--- src/logic/qpr_pkg.sv ---
package qpr_pkg;

    localparam int ADDR_W = 4;
    localparam int DATA_W = 9;
    localparam int NET_COUNT = 4;
    localparam int TCON_COUNT = 2;

    // register offsets
    localparam logic [3:0] ADDR_WIPER_POS_0 = 4'h0;
    localparam logic [3:0] ADDR_WIPER_POS_1 = 4'h1;
    localparam logic [3:0] ADDR_TERM_CTRL_LOW = 4'h4;
    localparam logic [3:0] ADDR_WIPER_POS_2 = 4'h6;
    localparam logic [3:0] ADDR_WIPER_POS_3 = 4'h7;
    localparam logic [3:0] ADDR_TERM_CTRL_HIGH = 4'ha;

    // reset values and wiper end codes
    localparam logic [8:0] WIPER_RESET_8BIT = 9'h080;
    localparam logic [8:0] WIPER_RESET_7BIT = 9'h040;
    localparam logic [8:0] WIPER_FULL_8BIT = 9'h100;
    localparam logic [8:0] WIPER_FULL_7BIT = 9'h080;
    localparam logic [8:0] WIPER_ZERO = 9'h000;
    localparam logic [8:0] TCON_RESET = 9'h1ff;

    // terminal control field positions
    localparam int TCON_TOP_BIT = 8;
    localparam int NIB_END_B = 0;
    localparam int NIB_WIPER = 1;
    localparam int NIB_END_A = 2;
    localparam int NIB_SHUTDOWN = 3;
    localparam int NIB_WIDTH = 4;

    typedef enum logic [1:0] {
        QPR_OP_WRITE = 2'b00,
        QPR_OP_INCR  = 2'b01,
        QPR_OP_DECR  = 2'b10,
        QPR_OP_READ  = 2'b11
    } qpr_op_type;

    typedef enum logic [2:0] {
        QPR_ST_OK       = 3'b001,
        QPR_ST_ERR      = 3'b010,
        QPR_ST_ERR_DESEL = 3'b100
    } qpr_err_state_type;

    // {hit, index} of a wiper address
    function automatic logic [2:0] qpr_wiper_slot(input logic [3:0] addr);
        logic [2:0] slot;
        slot = 3'b000;
        case (addr)
            ADDR_WIPER_POS_0: slot = 3'b100;
            ADDR_WIPER_POS_1: slot = 3'b101;
            ADDR_WIPER_POS_2: slot = 3'b110;
            ADDR_WIPER_POS_3: slot = 3'b111;
            default:          slot = 3'b000;
        endcase
        return slot;
    endfunction

endpackage

--- src/logic/qpr_cmd_if.sv ---
`timescale 1ns/1ns
interface qpr_cmd_if;
    import qpr_pkg::*;

    logic [3:0] addr;
    qpr_op_type op;
    logic       legal;
    logic       wiper_hit;
    logic [1:0] wiper_idx;
    logic       tcon_hit;
    logic       tcon_idx;

    modport decode (
        input  addr,
        input  op,
        output legal,
        output wiper_hit,
        output wiper_idx,
        output tcon_hit,
        output tcon_idx
    );

    modport core (
        output addr,
        output op,
        input  legal,
        input  wiper_hit,
        input  wiper_idx,
        input  tcon_hit,
        input  tcon_idx
    );
endinterface

--- src/logic/qpr_access_check.sv ---
`timescale 1ns/1ns
module qpr_access_check
    import qpr_pkg::*;
(
    qpr_cmd_if.decode bus
);

    logic [2:0] slot;
    logic       tcon_any;

    assign slot = qpr_wiper_slot(bus.addr);
    assign bus.wiper_hit = slot[2];
    assign bus.wiper_idx = slot[1:0];

    assign tcon_any = (bus.addr == ADDR_TERM_CTRL_LOW) ||
                      (bus.addr == ADDR_TERM_CTRL_HIGH);
    assign bus.tcon_hit = tcon_any;
    assign bus.tcon_idx = (bus.addr == ADDR_TERM_CTRL_HIGH);

    // wipers take all four ops, tcon only read/write, rest nothing
    always_comb begin
        bus.legal = 1'b0;
        if (slot[2]) begin
            bus.legal = 1'b1;
        end else if (tcon_any) begin
            bus.legal = (bus.op == QPR_OP_READ) ||
                        (bus.op == QPR_OP_WRITE);
        end else begin
            bus.legal = 1'b0;
        end
    end

endmodule // qpr_access_check

--- src/logic/qpr_regmap.sv ---
`timescale 1ns/1ns
module qpr_regmap
    import qpr_pkg::*;
#(
    parameter int WIPER_BITS = 8
) (
    input  wire logic             clk,
    input  wire logic             rst,
    input  wire logic             cs_n,
    input  wire logic             reset_pin_n,
    input  wire logic             cmd_valid,
    input  wire qpr_op_type       cmd_op,
    input  wire logic [3:0]       cmd_addr,
    input  wire logic [8:0]       cmd_wdata,
    input  wire logic             cmd_complete,
    output logic                  cmd_accept,
    output logic                  cmd_error,
    output logic                  rd_valid,
    output logic [8:0]            rd_data,
    output logic [3:0][8:0]       wiper_code,
    output logic [3:0]            net_shutdown,
    output logic [3:0]            end_a_connect,
    output logic [3:0]            wiper_connect,
    output logic [3:0]            end_b_connect
);

    localparam logic [8:0] WIPER_MID =
        (WIPER_BITS == 7) ? WIPER_RESET_7BIT : WIPER_RESET_8BIT;
    localparam logic [8:0] WIPER_FULL =
        (WIPER_BITS == 7) ? WIPER_FULL_7BIT : WIPER_FULL_8BIT;

    logic [2:0]        cs_sync_reg;
    logic [2:0]        pin_sync_reg;
    logic              cs_n_reg;
    logic              pin_n_reg;
    logic              sel_active;
    logic              hold_reset;
    logic              take;
    logic              exec;
    logic              bad;
    qpr_err_state_type state_reg;
    qpr_err_state_type state_next;
    logic [8:0]        wiper_reg [NET_COUNT];
    logic [8:0]        tcon_reg [TCON_COUNT];
    logic [8:0]        tcon_live_reg [TCON_COUNT];
    logic              rd_valid_reg;
    logic [8:0]        rd_data_reg;

    qpr_cmd_if cmd_bus ();

    assign cmd_bus.addr = cmd_addr;
    assign cmd_bus.op = cmd_op;

    qpr_access_check u_check (
        .bus (cmd_bus)
    );

    // pin inputs: three stages, a change counts once stages 2 and 3 agree
    always_ff @(posedge clk or posedge rst) begin
        if (rst) begin
            cs_sync_reg <= 3'b111;
            pin_sync_reg <= 3'b111;
        end else begin
            cs_sync_reg <= {cs_sync_reg[1:0], cs_n};
            pin_sync_reg <= {pin_sync_reg[1:0], reset_pin_n};
        end
    end

    always_ff @(posedge clk or posedge rst) begin
        if (rst) begin
            cs_n_reg <= 1'b1;
            pin_n_reg <= 1'b1;
        end else begin
            if (cs_sync_reg[1] == cs_sync_reg[2]) begin
                cs_n_reg <= cs_sync_reg[2];
            end
            if (pin_sync_reg[1] == pin_sync_reg[2]) begin
                pin_n_reg <= pin_sync_reg[2];
            end
        end
    end

    assign sel_active = !cs_n_reg;
    assign hold_reset = !pin_n_reg;

    // commands are dropped while the reset pin is held or in QPR_ST_ERR
    assign take = cmd_valid && sel_active && !hold_reset &&
                  (state_reg != QPR_ST_ERR);
    assign exec = take && cmd_bus.legal;
    assign bad = take && !cmd_bus.legal;

    // error tracking: set on a rejected command, cleared by cs cycle
    always_comb begin
        state_next = state_reg;
        case (state_reg)
            QPR_ST_OK: begin
                if (bad) begin
                    state_next = QPR_ST_ERR;
                end
            end
            QPR_ST_ERR: begin
                if (cs_n_reg) begin
                    state_next = QPR_ST_ERR_DESEL;
                end
            end
            QPR_ST_ERR_DESEL: begin
                if (sel_active) begin
                    // a new reject in the clearing cycle wins
                    state_next = bad ? QPR_ST_ERR : QPR_ST_OK;
                end
            end
            default: begin
                state_next = QPR_ST_OK;
            end
        endcase
    end

    always_ff @(posedge clk or posedge rst) begin
        if (rst) begin
            state_reg <= QPR_ST_OK;
        end else if (hold_reset) begin
            state_reg <= QPR_ST_OK;
        end else begin
            state_reg <= state_next;
        end
    end

    assign cmd_error = (state_reg != QPR_ST_OK);
    assign cmd_accept = exec;

    // wiper registers, saturating at zero (end B) and full scale (end A)
    for (genvar i = 0; i < NET_COUNT; i++) begin : g_wiper
        always_ff @(posedge clk or posedge rst) begin
            if (rst) begin
                wiper_reg[i] <= WIPER_MID;
            end else if (hold_reset) begin
                wiper_reg[i] <= WIPER_MID;
            end else if (exec && cmd_bus.wiper_hit &&
                         (cmd_bus.wiper_idx == 2'(i))) begin
                case (cmd_op)
                    QPR_OP_WRITE: begin
                        wiper_reg[i] <= (cmd_wdata > WIPER_FULL) ?
                                        WIPER_FULL : cmd_wdata;
                    end
                    QPR_OP_INCR: begin
                        if (wiper_reg[i] < WIPER_FULL) begin
                            wiper_reg[i] <= wiper_reg[i] + 9'h001;
                        end
                    end
                    QPR_OP_DECR: begin
                        if (wiper_reg[i] > WIPER_ZERO) begin
                            wiper_reg[i] <= wiper_reg[i] - 9'h001;
                        end
                    end
                    default: begin
                        wiper_reg[i] <= wiper_reg[i];
                    end
                endcase
            end
        end
        assign wiper_code[i] = wiper_reg[i];
    end

    // terminal control: stored value, then live copy applied on completion
    for (genvar t = 0; t < TCON_COUNT; t++) begin : g_tcon
        always_ff @(posedge clk or posedge rst) begin
            if (rst) begin
                tcon_reg[t] <= TCON_RESET;
            end else if (hold_reset) begin
                tcon_reg[t] <= TCON_RESET;
            end else if (exec && cmd_bus.tcon_hit &&
                         (cmd_bus.tcon_idx == 1'(t)) &&
                         (cmd_op == QPR_OP_WRITE)) begin
                tcon_reg[t] <= {1'b1, cmd_wdata[7:0]};
            end
        end

        always_ff @(posedge clk or posedge rst) begin
            if (rst) begin
                tcon_live_reg[t] <= TCON_RESET;
            end else if (hold_reset) begin
                tcon_live_reg[t] <= TCON_RESET;
            end else if (cmd_complete) begin
                tcon_live_reg[t] <= tcon_reg[t];
            end
        end
    end

    // per-network terminal switches; networks 1 and 3 use the upper nibble
    for (genvar n = 0; n < NET_COUNT; n++) begin : g_net
        localparam int REG_SEL = n / 2;
        localparam int BASE = (n % 2) * NIB_WIDTH;
        assign net_shutdown[n] =
            !tcon_live_reg[REG_SEL][BASE + NIB_SHUTDOWN];
        assign end_a_connect[n] =
            tcon_live_reg[REG_SEL][BASE + NIB_END_A];
        assign wiper_connect[n] =
            tcon_live_reg[REG_SEL][BASE + NIB_WIPER];
        assign end_b_connect[n] =
            tcon_live_reg[REG_SEL][BASE + NIB_END_B];
    end

    // read path
    always_ff @(posedge clk or posedge rst) begin
        if (rst) begin
            rd_valid_reg <= 1'b0;
        end else begin
            rd_valid_reg <= exec && (cmd_op == QPR_OP_READ);
        end
    end

    always_ff @(posedge clk or posedge rst) begin
        if (rst) begin
            rd_data_reg <= 9'h000;
        end else if (exec && (cmd_op == QPR_OP_READ)) begin
            if (cmd_bus.wiper_hit) begin
                rd_data_reg <= wiper_reg[cmd_bus.wiper_idx];
            end else begin
                rd_data_reg <= tcon_reg[cmd_bus.tcon_idx];
            end
        end
    end

    assign rd_valid = rd_valid_reg;
    assign rd_data = rd_data_reg;

    // checks
    chk_pin_defaults: assert property (
        @(posedge clk) disable iff (rst)
        hold_reset |=> (wiper_reg[0] == WIPER_MID) &&
                       (wiper_reg[3] == WIPER_MID) &&
                       (tcon_reg[0] == TCON_RESET) &&
                       (tcon_reg[1] == TCON_RESET))
        else $error("reset pin did not restore defaults");

    chk_pin_blocks_cmd: assert property (
        @(posedge clk) disable iff (rst)
        hold_reset |-> !cmd_accept && !rd_valid_reg ##1 !rd_valid_reg)
        else $error("command taken while reset pin held");

    chk_wiper_incr: assert property (
        @(posedge clk) disable iff (rst)
        exec && (cmd_addr == ADDR_WIPER_POS_2) &&
        (cmd_op == QPR_OP_INCR) && (wiper_reg[2] < WIPER_FULL)
        |=> wiper_reg[2] == $past(wiper_reg[2]) + 9'h001)
        else $error("wiper increment wrong");

    chk_wiper_floor: assert property (
        @(posedge clk) disable iff (rst)
        exec && (cmd_addr == ADDR_WIPER_POS_3) &&
        (cmd_op == QPR_OP_DECR) && (wiper_reg[3] == WIPER_ZERO)
        |=> wiper_reg[3] == WIPER_ZERO)
        else $error("wiper decremented below zero");

    chk_tcon_no_step: assert property (
        @(posedge clk) disable iff (rst)
        take && cmd_bus.tcon_hit &&
        ((cmd_op == QPR_OP_INCR) || (cmd_op == QPR_OP_DECR))
        |=> cmd_error && $stable(tcon_reg[0]) && $stable(tcon_reg[1]))
        else $error("step command on terminal control not rejected");

    chk_reserved_err: assert property (
        @(posedge clk) disable iff (rst)
        take && !cmd_bus.wiper_hit &&
        (cmd_addr != ADDR_TERM_CTRL_LOW) &&
        (cmd_addr != ADDR_TERM_CTRL_HIGH)
        |-> !cmd_accept ##1 cmd_error && !rd_valid_reg)
        else $error("reserved address not rejected");

    chk_error_clear: assert property (
        @(posedge clk) disable iff (rst)
        $fell(cmd_error) && !$past(hold_reset)
        |-> ($past(state_reg) == QPR_ST_ERR_DESEL) && $past(sel_active))
        else $error("error cleared without cs cycle");

    chk_error_holds: assert property (
        @(posedge clk) disable iff (rst)
        (state_reg == QPR_ST_ERR) && sel_active && !hold_reset
        |=> cmd_error)
        else $error("error dropped while still selected");

    chk_tcon_apply: assert property (
        @(posedge clk) disable iff (rst)
        !cmd_complete && !hold_reset |=> $stable(tcon_live_reg[0]) &&
                                         $stable(tcon_live_reg[1]))
        else $error("terminal switches moved before completion");

    chk_tcon_top_bit: assert property (
        @(posedge clk) disable iff (rst)
        $rose(rd_valid_reg) && $past(cmd_bus.tcon_hit) |-> rd_data_reg[8])
        else $error("terminal control top bit read as zero");

    chk_wiper_kept: assert property (
        @(posedge clk) disable iff (rst)
        exec && cmd_bus.tcon_hit && !hold_reset
        |=> $stable(wiper_reg[0]) && $stable(wiper_reg[1]) &&
            $stable(wiper_reg[2]) && $stable(wiper_reg[3]))
        else $error("terminal control write changed a wiper");

endmodule // qpr_regmap

--- config.mk ---
export PLATFORM = sky130hd
export DESIGN_NAME = qpr_regmap
export DESIGN_NICKNAME = d
export VERILOG_FILES = /design/src/logic/qpr_pkg.sv /design/src/logic/qpr_cmd_if.sv /design/src/logic/qpr_access_check.sv /design/src/logic/qpr_regmap.sv
export SDC_FILE = /design/constraint.sdc
export NUM_CORES = 1
export LEC_CHECK = 0
export BUFFER_PORTS_ARGS = -buffer_cell sky130_fd_sc_hd__buf_4
export CELL_PAD_IN_SITES_DETAIL_PLACEMENT = 1
export CELL_PAD_IN_SITES_GLOBAL_PLACEMENT = 2
export CORE_AREA = 2 2 131 146
export DETAILED_ROUTE_END_ITERATION = 7
export DIE_AREA = 0 0 133 148
export GPL_ROUTABILITY_DRIVEN = 1
export GPL_TIMING_DRIVEN = 0
export PLACE_DENSITY = 0.79
export SLEW_MARGIN = 0
export SYNTH_ARGS = -nofsm -noshare
export SYNTH_HDL_FRONTEND = slang
export SYNTH_SLANG_ARGS = --single-unit
--- constraint.sdc ---
create_clock -name clk -period 2.8 [get_ports clk]
set_clock_uncertainty 0.1 [all_clocks]
set_input_delay 0.14 -clock clk [delete_from_list [all_inputs] [get_ports clk]]
set_output_delay 0.14 -clock clk [all_outputs]
set_load 0.01 [all_outputs]
# [Yosys cells after proc, flatten, opt, wreduce, memory -nomap -nowiden]
# Index checks and enable logic that the tools add are counted.
# Widths: inputs -> output; s select.
[classes] muxes=45 n_addsub=8 eq_ne=37 n_lt_le_gt_ge=11 bitwise_logic=3 reduce_logical=32
[op_table] cell="$mux 9" count=27
[op_table] cell="$pmux 9 s3" count=4
[op_table] cell="$add 9x1->9 const B" count=4
[op_table] cell="$gt 9x1->1 const B" count=4
[op_table] cell="$lt 9x9->1 const B" count=4
[op_table] cell="$sub 9x1->9 const B" count=4
[op_table] cell="$ne 3x3->1 const B" count=11
[op_table] cell="$mux 8" count=4
[op_table] cell="$bmux 9 s2" count=1
[op_table] cell="$logic_and 1x1->1" count=16
[op_table] cell="$reduce_and 4->1" count=4
[op_table] cell="$eq 4x3->1 const B" count=3
[op_table] cell="$mux 3" count=4
[op_table] cell="$ne 2x1->1 const B" count=6
[op_table] cell="$pmux 3 s4" count=1
[op_table] cell="$gt 9x9->1 const B" count=1
[op_table] cell="$pmux 3 s3" count=1
[op_table] cell="$eq 2x2->1 const B" count=4
[op_table] cell="$logic_not 1->1" count=6
[op_table] cell="$eq 2x1->1 const B" count=2
[op_table] cell="$eq 4x1->1 const B" count=1
[op_table] cell="$eq 4x4->1 const B" count=1
[op_table] cell="$logic_not 2->1" count=2
[op_table] cell="$logic_not 4->1" count=1
[op_table] cell="17 further kinds" count=20
[totals] elab_cells=151 out_inout_bits=64 ff_bits=91 input_bits=21

# [Logic depth before layout (Yosys ltp)]
[logic_depth] ltp_word=10 ltp_mapped=16 ltp_nobuf=11

# [By module]
# Synthesis repeated with hierarchy kept, for this count alone.
[hier_totals] hier_cells=738 hier_area_um2=6493.7
[by_module_without_submodules] mod="qpr_regmap" cells_per_inst=725 seq_area_each_um2=2283.4 n_inst=1 area_per_inst_um2=6409.9
[by_module_without_submodules] mod="qpr_access_check" cells_per_inst=13 seq_area_each_um2=0.0 n_inst=1 area_per_inst_um2=83.8

# [Worst setup path after synthesis]
# OpenSTA, ideal clock, no wires.
[synth_path] path_kind="input -> register" start="in cmd_op[0]" end="reg wiper_reg (netlist bit wiper_code[35])" setup_time_ns=0.133 path_buffers=5 required_ns=2.567 path_slack_ns=-0.320 arrival_time_ns=2.887 cell_stages=16 path_cell_list="inv_1 -> ha_1 -> buf_6 -> buf_6 -> buf_2 -> buf_4 -> buf_4 -> xor2_1 -> ha_1 -> and3b_1 -> o21ai_0 -> a2111oi_0 -> o21ai_0 -> nand3_1 -> mux2i_1 -> o211ai_1"
[synth_between] elab_chain_cells=9 elab_cells_between_ends=18 cone_classes="eq/ne (7); mux (5); reduce/logical (6)"
[synth_lines] item="from (decl)" line="qpr_regmap.sv:12" text="input wire qpr_op_type cmd_op,"
[synth_lines] item="$eq 2x2->1 / $logic_not 2->1 (equally long branches)" line="qpr_access_check.sv:26, qpr_access_check.sv:27, qpr_regmap.sv:140"
[synth_lines] item="$logic_or 1x1->1" line="qpr_access_check.sv:26" text="bus.legal = (bus.op == QPR_OP_READ) ||"
[synth_lines] item="$mux 1" line="qpr_access_check.sv:25" text="end else if (tcon_any) begin"
[synth_lines] item="$mux 1" line="qpr_access_check.sv:23" text="if (slot[2]) begin"
[synth_lines] item="$logic_and 1x1->1" line="qpr_regmap.sv:89" text="assign exec = take && cmd_bus.legal;"
[synth_lines] item="$logic_and 1x1->1 (2 in series)" line="qpr_regmap.sv:138" text="end else if (exec && cmd_bus.wiper_hit &&"
[synth_lines] item="$ne 2x1->1 (no line)"
[synth_lines] item="$reduce_and 4->1 (no line)"
[synth_lines] item="to (signal, indexed assignment)" line="qpr_regmap.sv:142" text="wiper_reg[i] <= (cmd_wdata > WIPER_FULL) ?"
[synth_lines] item="to (signal, indexed assignment)" line="qpr_regmap.sv:147" text="wiper_reg[i] <= wiper_reg[i] + 9'h001;"
[synth_lines] item="to (signal, indexed assignment)" line="qpr_regmap.sv:152" text="wiper_reg[i] <= wiper_reg[i] - 9'h001;"
[synth_lines] item="to (decl)" line="qpr_regmap.sv:43" text="logic [8:0] wiper_reg [NET_COUNT];"
# Several ways; a longest one is shown, not always the timed one. The select of a mux whose other input is x is not followed.
# A chain may end at the register's enable or synchronous reset.

# [Worst setup path after layout]
[layout_path] start="reg pin_n_reg" end="reg wiper_reg (netlist bit wiper_code[13])"
[layout_between] elab_chain_cells=7 elab_cells_between_ends=11 cone_classes="eq/ne (4); mux (1); reduce/logical (6)"
[layout_lines] item="from (decl)" line="qpr_regmap.sv:35" text="logic pin_n_reg;"
[layout_lines] item="from (signal assigned)" line="qpr_regmap.sv:78" text="pin_n_reg <= pin_sync_reg[2];"
[layout_lines] item="$logic_and 1x1->1 (2 in series)" line="qpr_regmap.sv:87" text="assign take = cmd_valid && sel_active && !hold_reset &&"
[layout_lines] item="$logic_and 1x1->1" line="qpr_regmap.sv:89"
[layout_lines] item="$logic_and 1x1->1 (2 in series)" line="qpr_regmap.sv:138"
[layout_lines] item="$ne 2x1->1 (no line)"
[layout_lines] item="$reduce_and 4->1 (no line)"
# Several ways; a longest one is shown, not always the timed one.

==> out/results.txt <==
For the pin with the worst max-slew slack, the measured transition is 1.42 ns. For the worst setup timing slack at the placement stage, the log shows -0.871 ns. The sort of element at the end of the critical path was a flop. The register with the most flip-flops in the layout has 36 of them. Static timing analysis puts the maximum clock frequency at 388 MHz.

The number of antenna violations at the first check in global routing is 0. On the final layout, the worst hold slack is 0.00181 ns. The final count of pins violating max slew is 0, and the number of antenna-violating nets in the routed design is 0.

The root buffer cell chosen for the clock tree is sky130_fd_sc_hd__clkbuf_16. The tools report the maximum level of the CTS H-tree as 3. The final design instance area without fill came out at 7850 um^2.

Counting flops and latches in the post-synthesis netlist gives 89. For this design the ratio of total power to cell area is 621 nW/um^2. Number of sinks handled by clock tree synthesis: 89. The first global-routing pass estimated 37600 um of wire. Across the VDD grid, the largest voltage drop is 338 uV. The clock tree buffer depth was 2. Storage element area: 2280 um^2. The floorplan has 52 rows. The routed layout has 6166 vias.

When the netlist entered floorplanning its net count stood at 770. The share of Yosys cell area claimed by the top area cell type works out to 0.184. Relative to the synthesized area, the layout overhead comes to 22.0%.

In this run the cell area of the synthesized design comes to 6430 um^2. The number of buffers added on ports is 80. The run gives 19700 um^2 as the area of the die. The hold violation total from the final report was 0; the count of inserted antenna diode cells was 0.

For the weighted congestion reported at the end of routability-driven placement, the log shows 0.960. The cell accounting for the most synthesized area was sky130_fd_sc_hd__dfstp_2. The multi-input combinational cells in the finished layout cover a total of 3690 um^2.

The mean instance size in the synthesized netlist came out at 8.74 um^2. In this run the cell area measured after placement is 7390 um^2. Across the run, the number of max-cap violations was 0. The worst path needs 2.58 ns of the cycle, external delays included. The number of different library cells used by synthesis comes to 80. The horizontal extent of the die works out to 133 um. The detailed router finished its first iteration with 428 violations.

The synthesized netlist cell count was 736; the number of synthesis warnings was 0. Final-stage net count: 874. The per-cell routed wire length was 22.3 um; the maximum number of pins on one net before global-route repair was 49. Setup repair after global routing left no endpoint under its margin.

The fraction of layout instances using a drive strength above 1 came out at 0.283. The number of buffers added by the clock tree synthesis step is 9. The clock input transition at the sequential cells of the worst setup and hold paths works out to 0.08 ns. TritonCTS built the clock tree. The logs give 2.68 ns for the data arrival at the endpoint of the critical path and 0 for the number of setup violations in the final report. The tools report the I/O pin count as 85. The run gives 17800 um as the HPWL after detailed placement. The run finished with clean final reports.

The average via count per standard cell came out at 5.67. At the later pin of the worst-skew pair, clock insertion delay measures 0.36 ns. Yosys attributes the largest share of cell area to sky130_fd_sc_hd__dfstp_2 18%, sky130_fd_sc_hd__dfrtp_1 17%, sky130_fd_sc_hd__mux2i_1 5.9%.

For this design the static power due to leakage is 3.41 nW. The min-delay analysis places its worst path in the category input pin to flop. The first detailed-routing pass took 5 iterations. The total overflow left after global routing is 0.

In the routed design, unresolved DRC markers number 0. Grouping stages by cell kind, the critical path spends the most delay in simple AND/OR/NAND/NOR gates. The sum of buffers and inverters on the critical path works out to 2. For the worst path setup slack after routing, the log shows 0.220 ns.

sky130_fd_sc_hd__nand2_1 is the most common cell in the netlist. Number of enable flip-flop cells after synthesis: 0. The initial core utilization was 0.354; the die height was 148 um. After synthesis, the most frequently instantiated cells are 98 x sky130_fd_sc_hd__nand2_1, 54 x sky130_fd_sc_hd__nor2_1, 53 x sky130_fd_sc_hd__o21ai_0. The critical path goes through buf_4 > nand2_1 > nor4_4 > a41oi_1 > buf_2 > nand3b_1 > o21ai_0 > a21oi_1.

The overall routing resource usage is 0.250, and the stage delay of the slowest cell on the critical path is 0.53 ns. The share of flip-flops with an asynchronous set or reset after synthesis was 1.00; the fraction of the core area covered by cells at the end of the flow was 0.432. The tools report the total core area as 18200 um^2. The required arrival time at the worst endpoint was 2.90 ns.

The tools report the register area share after synthesis as 0.355. The filler cells instantiated in the layout total 2143. The startpoint type of the worst setup path is a flop. The classification of the worst setup path was flop to flop. The highest net fanout along the worst path works out to 10. The library cell contributing the largest single delay on the critical path was sky130_fd_sc_hd__dfstp_2. The routed design has 24200 um of wire.

Relative max-transition margin: 0.0419. Among all flip-flop cells after synthesis, the most frequent one is sky130_fd_sc_hd__dfstp_2. The run gives 6333 as the number of global-route vias before repair. The share of the clock period used by the worst path after layout came out at 0.921.
final timing paths:
path	start	to	slack (ns)	cells after the start
worst max-delay path	pin_n_reg$_DFFE_PP1N_	wiper_code[13]$_DFFE_PP0P_	0.22	8
worst min-delay path	cmd_wdata[7]	tcon_reg[16]$_DFFE_PP1P_	0.002	3
worst max register to register	pin_n_reg$_DFFE_PP1N_	wiper_code[13]$_DFFE_PP0P_	0.22	8
worst min register to register	cs_sync_reg[0]$_DFF_PP1_	cs_sync_reg[1]$_DFF_PP1_	0.26	0
max in group asynchronous	rst	state_reg[0]$_DFFE_PP1P_	1.60	4
min in group asynchronous	rst	rd_data[8]$_DFFE_PP0P_	0.32	3
area by class of cell:
class / count / area share
multi-input combinational: 552 / 0.470
tap: 243 / 0.0387
timing repair buffer: 95 / 0.0966
clock inverter: 6 / 0.00909
sequential: 89 / 0.291
inverter: 20 / 0.00989
buffer: 73 / 0.0555
clock buffer: 10 / 0.0292
through the flow:
| step | instances | TNS [ns] | total power, mW |
|---|---|---|---|
| 6_report | 1088 | 0 | 4.87 |
| 5_1_grt | 1088 | 0 | 5.14 |
| 4_1_cts | 1086 | 0 | 4.88 |
| 3_5_place_dp | 1060 | -7.76 | 3.53 |
| 3_3_place_gp | 1059 | -50.18 | 3.49 |
| 2_1_floorplan | 736 | 0 | 2.79 |
placed cells by master (no fill, tap or decap), types with 4 or more instances in the layout:
master,netlist,routed
sky130_fd_sc_hd__nand2_1,98,98
sky130_fd_sc_hd__mux2i_1,38,38
sky130_fd_sc_hd__and3b_1,5,5
sky130_fd_sc_hd__o221ai_1,5,5
sky130_fd_sc_hd__nand4_1,5,5
sky130_fd_sc_hd__ha_1,13,11
sky130_fd_sc_hd__nor3_1,12,12
sky130_fd_sc_hd__clkbuf_1,27,28
sky130_fd_sc_hd__a211oi_1,5,5
sky130_fd_sc_hd__buf_2,25,24
sky130_fd_sc_hd__or2_2,4,4
sky130_fd_sc_hd__buf_4,18,100
sky130_fd_sc_hd__and2_1,4,4
sky130_fd_sc_hd__nor4_1,7,7
sky130_fd_sc_hd__o211ai_1,9,9
sky130_fd_sc_hd__a222oi_1,8,8
sky130_fd_sc_hd__dfrtp_1,44,44
sky130_fd_sc_hd__a21oi_1,39,39
sky130_fd_sc_hd__o21ai_0,53,52
sky130_fd_sc_hd__clkbuf_16,0,9
sky130_fd_sc_hd__nor2_1,54,54
sky130_fd_sc_hd__nand3b_1,6,6
sky130_fd_sc_hd__a31oi_1,14,14
sky130_fd_sc_hd__o21a_1,5,5
sky130_fd_sc_hd__dfstp_2,45,45
sky130_fd_sc_hd__o31ai_1,7,7
sky130_fd_sc_hd__o21ai_1,5,6
sky130_fd_sc_hd__nand3_1,16,16
sky130_fd_sc_hd__inv_1,19,17
sky130_fd_sc_hd__a21o_1,6,6
sky130_fd_sc_hd__dlygate4sd3_1,0,10
sky130_fd_sc_hd__nor2b_1,17,17
sky130_fd_sc_hd__mux2_2,16,16
sky130_fd_sc_hd__o22a_1,6,6
sky130_fd_sc_hd__xnor2_1,16,16
repair_timing:
item,CTS,global route
buffers inserted,1,3
endpoints found under the hold margin,26,0
pin swaps,2,4
gates resized for setup,9,4
setup endpoints to repair,12,5
hold buffers,10,0
per-layer routing:
layer  up-vias  global-route usage  wire (um)
met2       226               0.424      11700
met3        46              0.0412       1610
met4         0              0.0914        766
li1       2850                   -          -
met5         -                   0          0
met1      3044               0.322      10200
logic make-up after synthesis:
family	share of synthesized area
DFF	0.355
AOI/OAI and AO/OA	0.222
muxes	0.0872
and+or+nand+nor	0.204
adders and majority gates	0.0284
buffers and inverters	0.0767
xor gates and xnor gates	0.0272
worst reg2reg max path: cells and delay by family, from the launching register on:
kind | cells | cell delay [ns]
AO/OA/AOI/OAI | 3 | 0.56
buffers and inverters | 2 | 0.50
flip-flops | 1 | 0.53
AND/OR/NAND/NOR | 3 | 0.73
power breakdown:
group / internal, mW / switching (mW)
combinational: 0.761 / 1.09
sequential: 1.48 / 0.219
clock: 0.707 / 0.619
(Power assumes the default switching activity.)
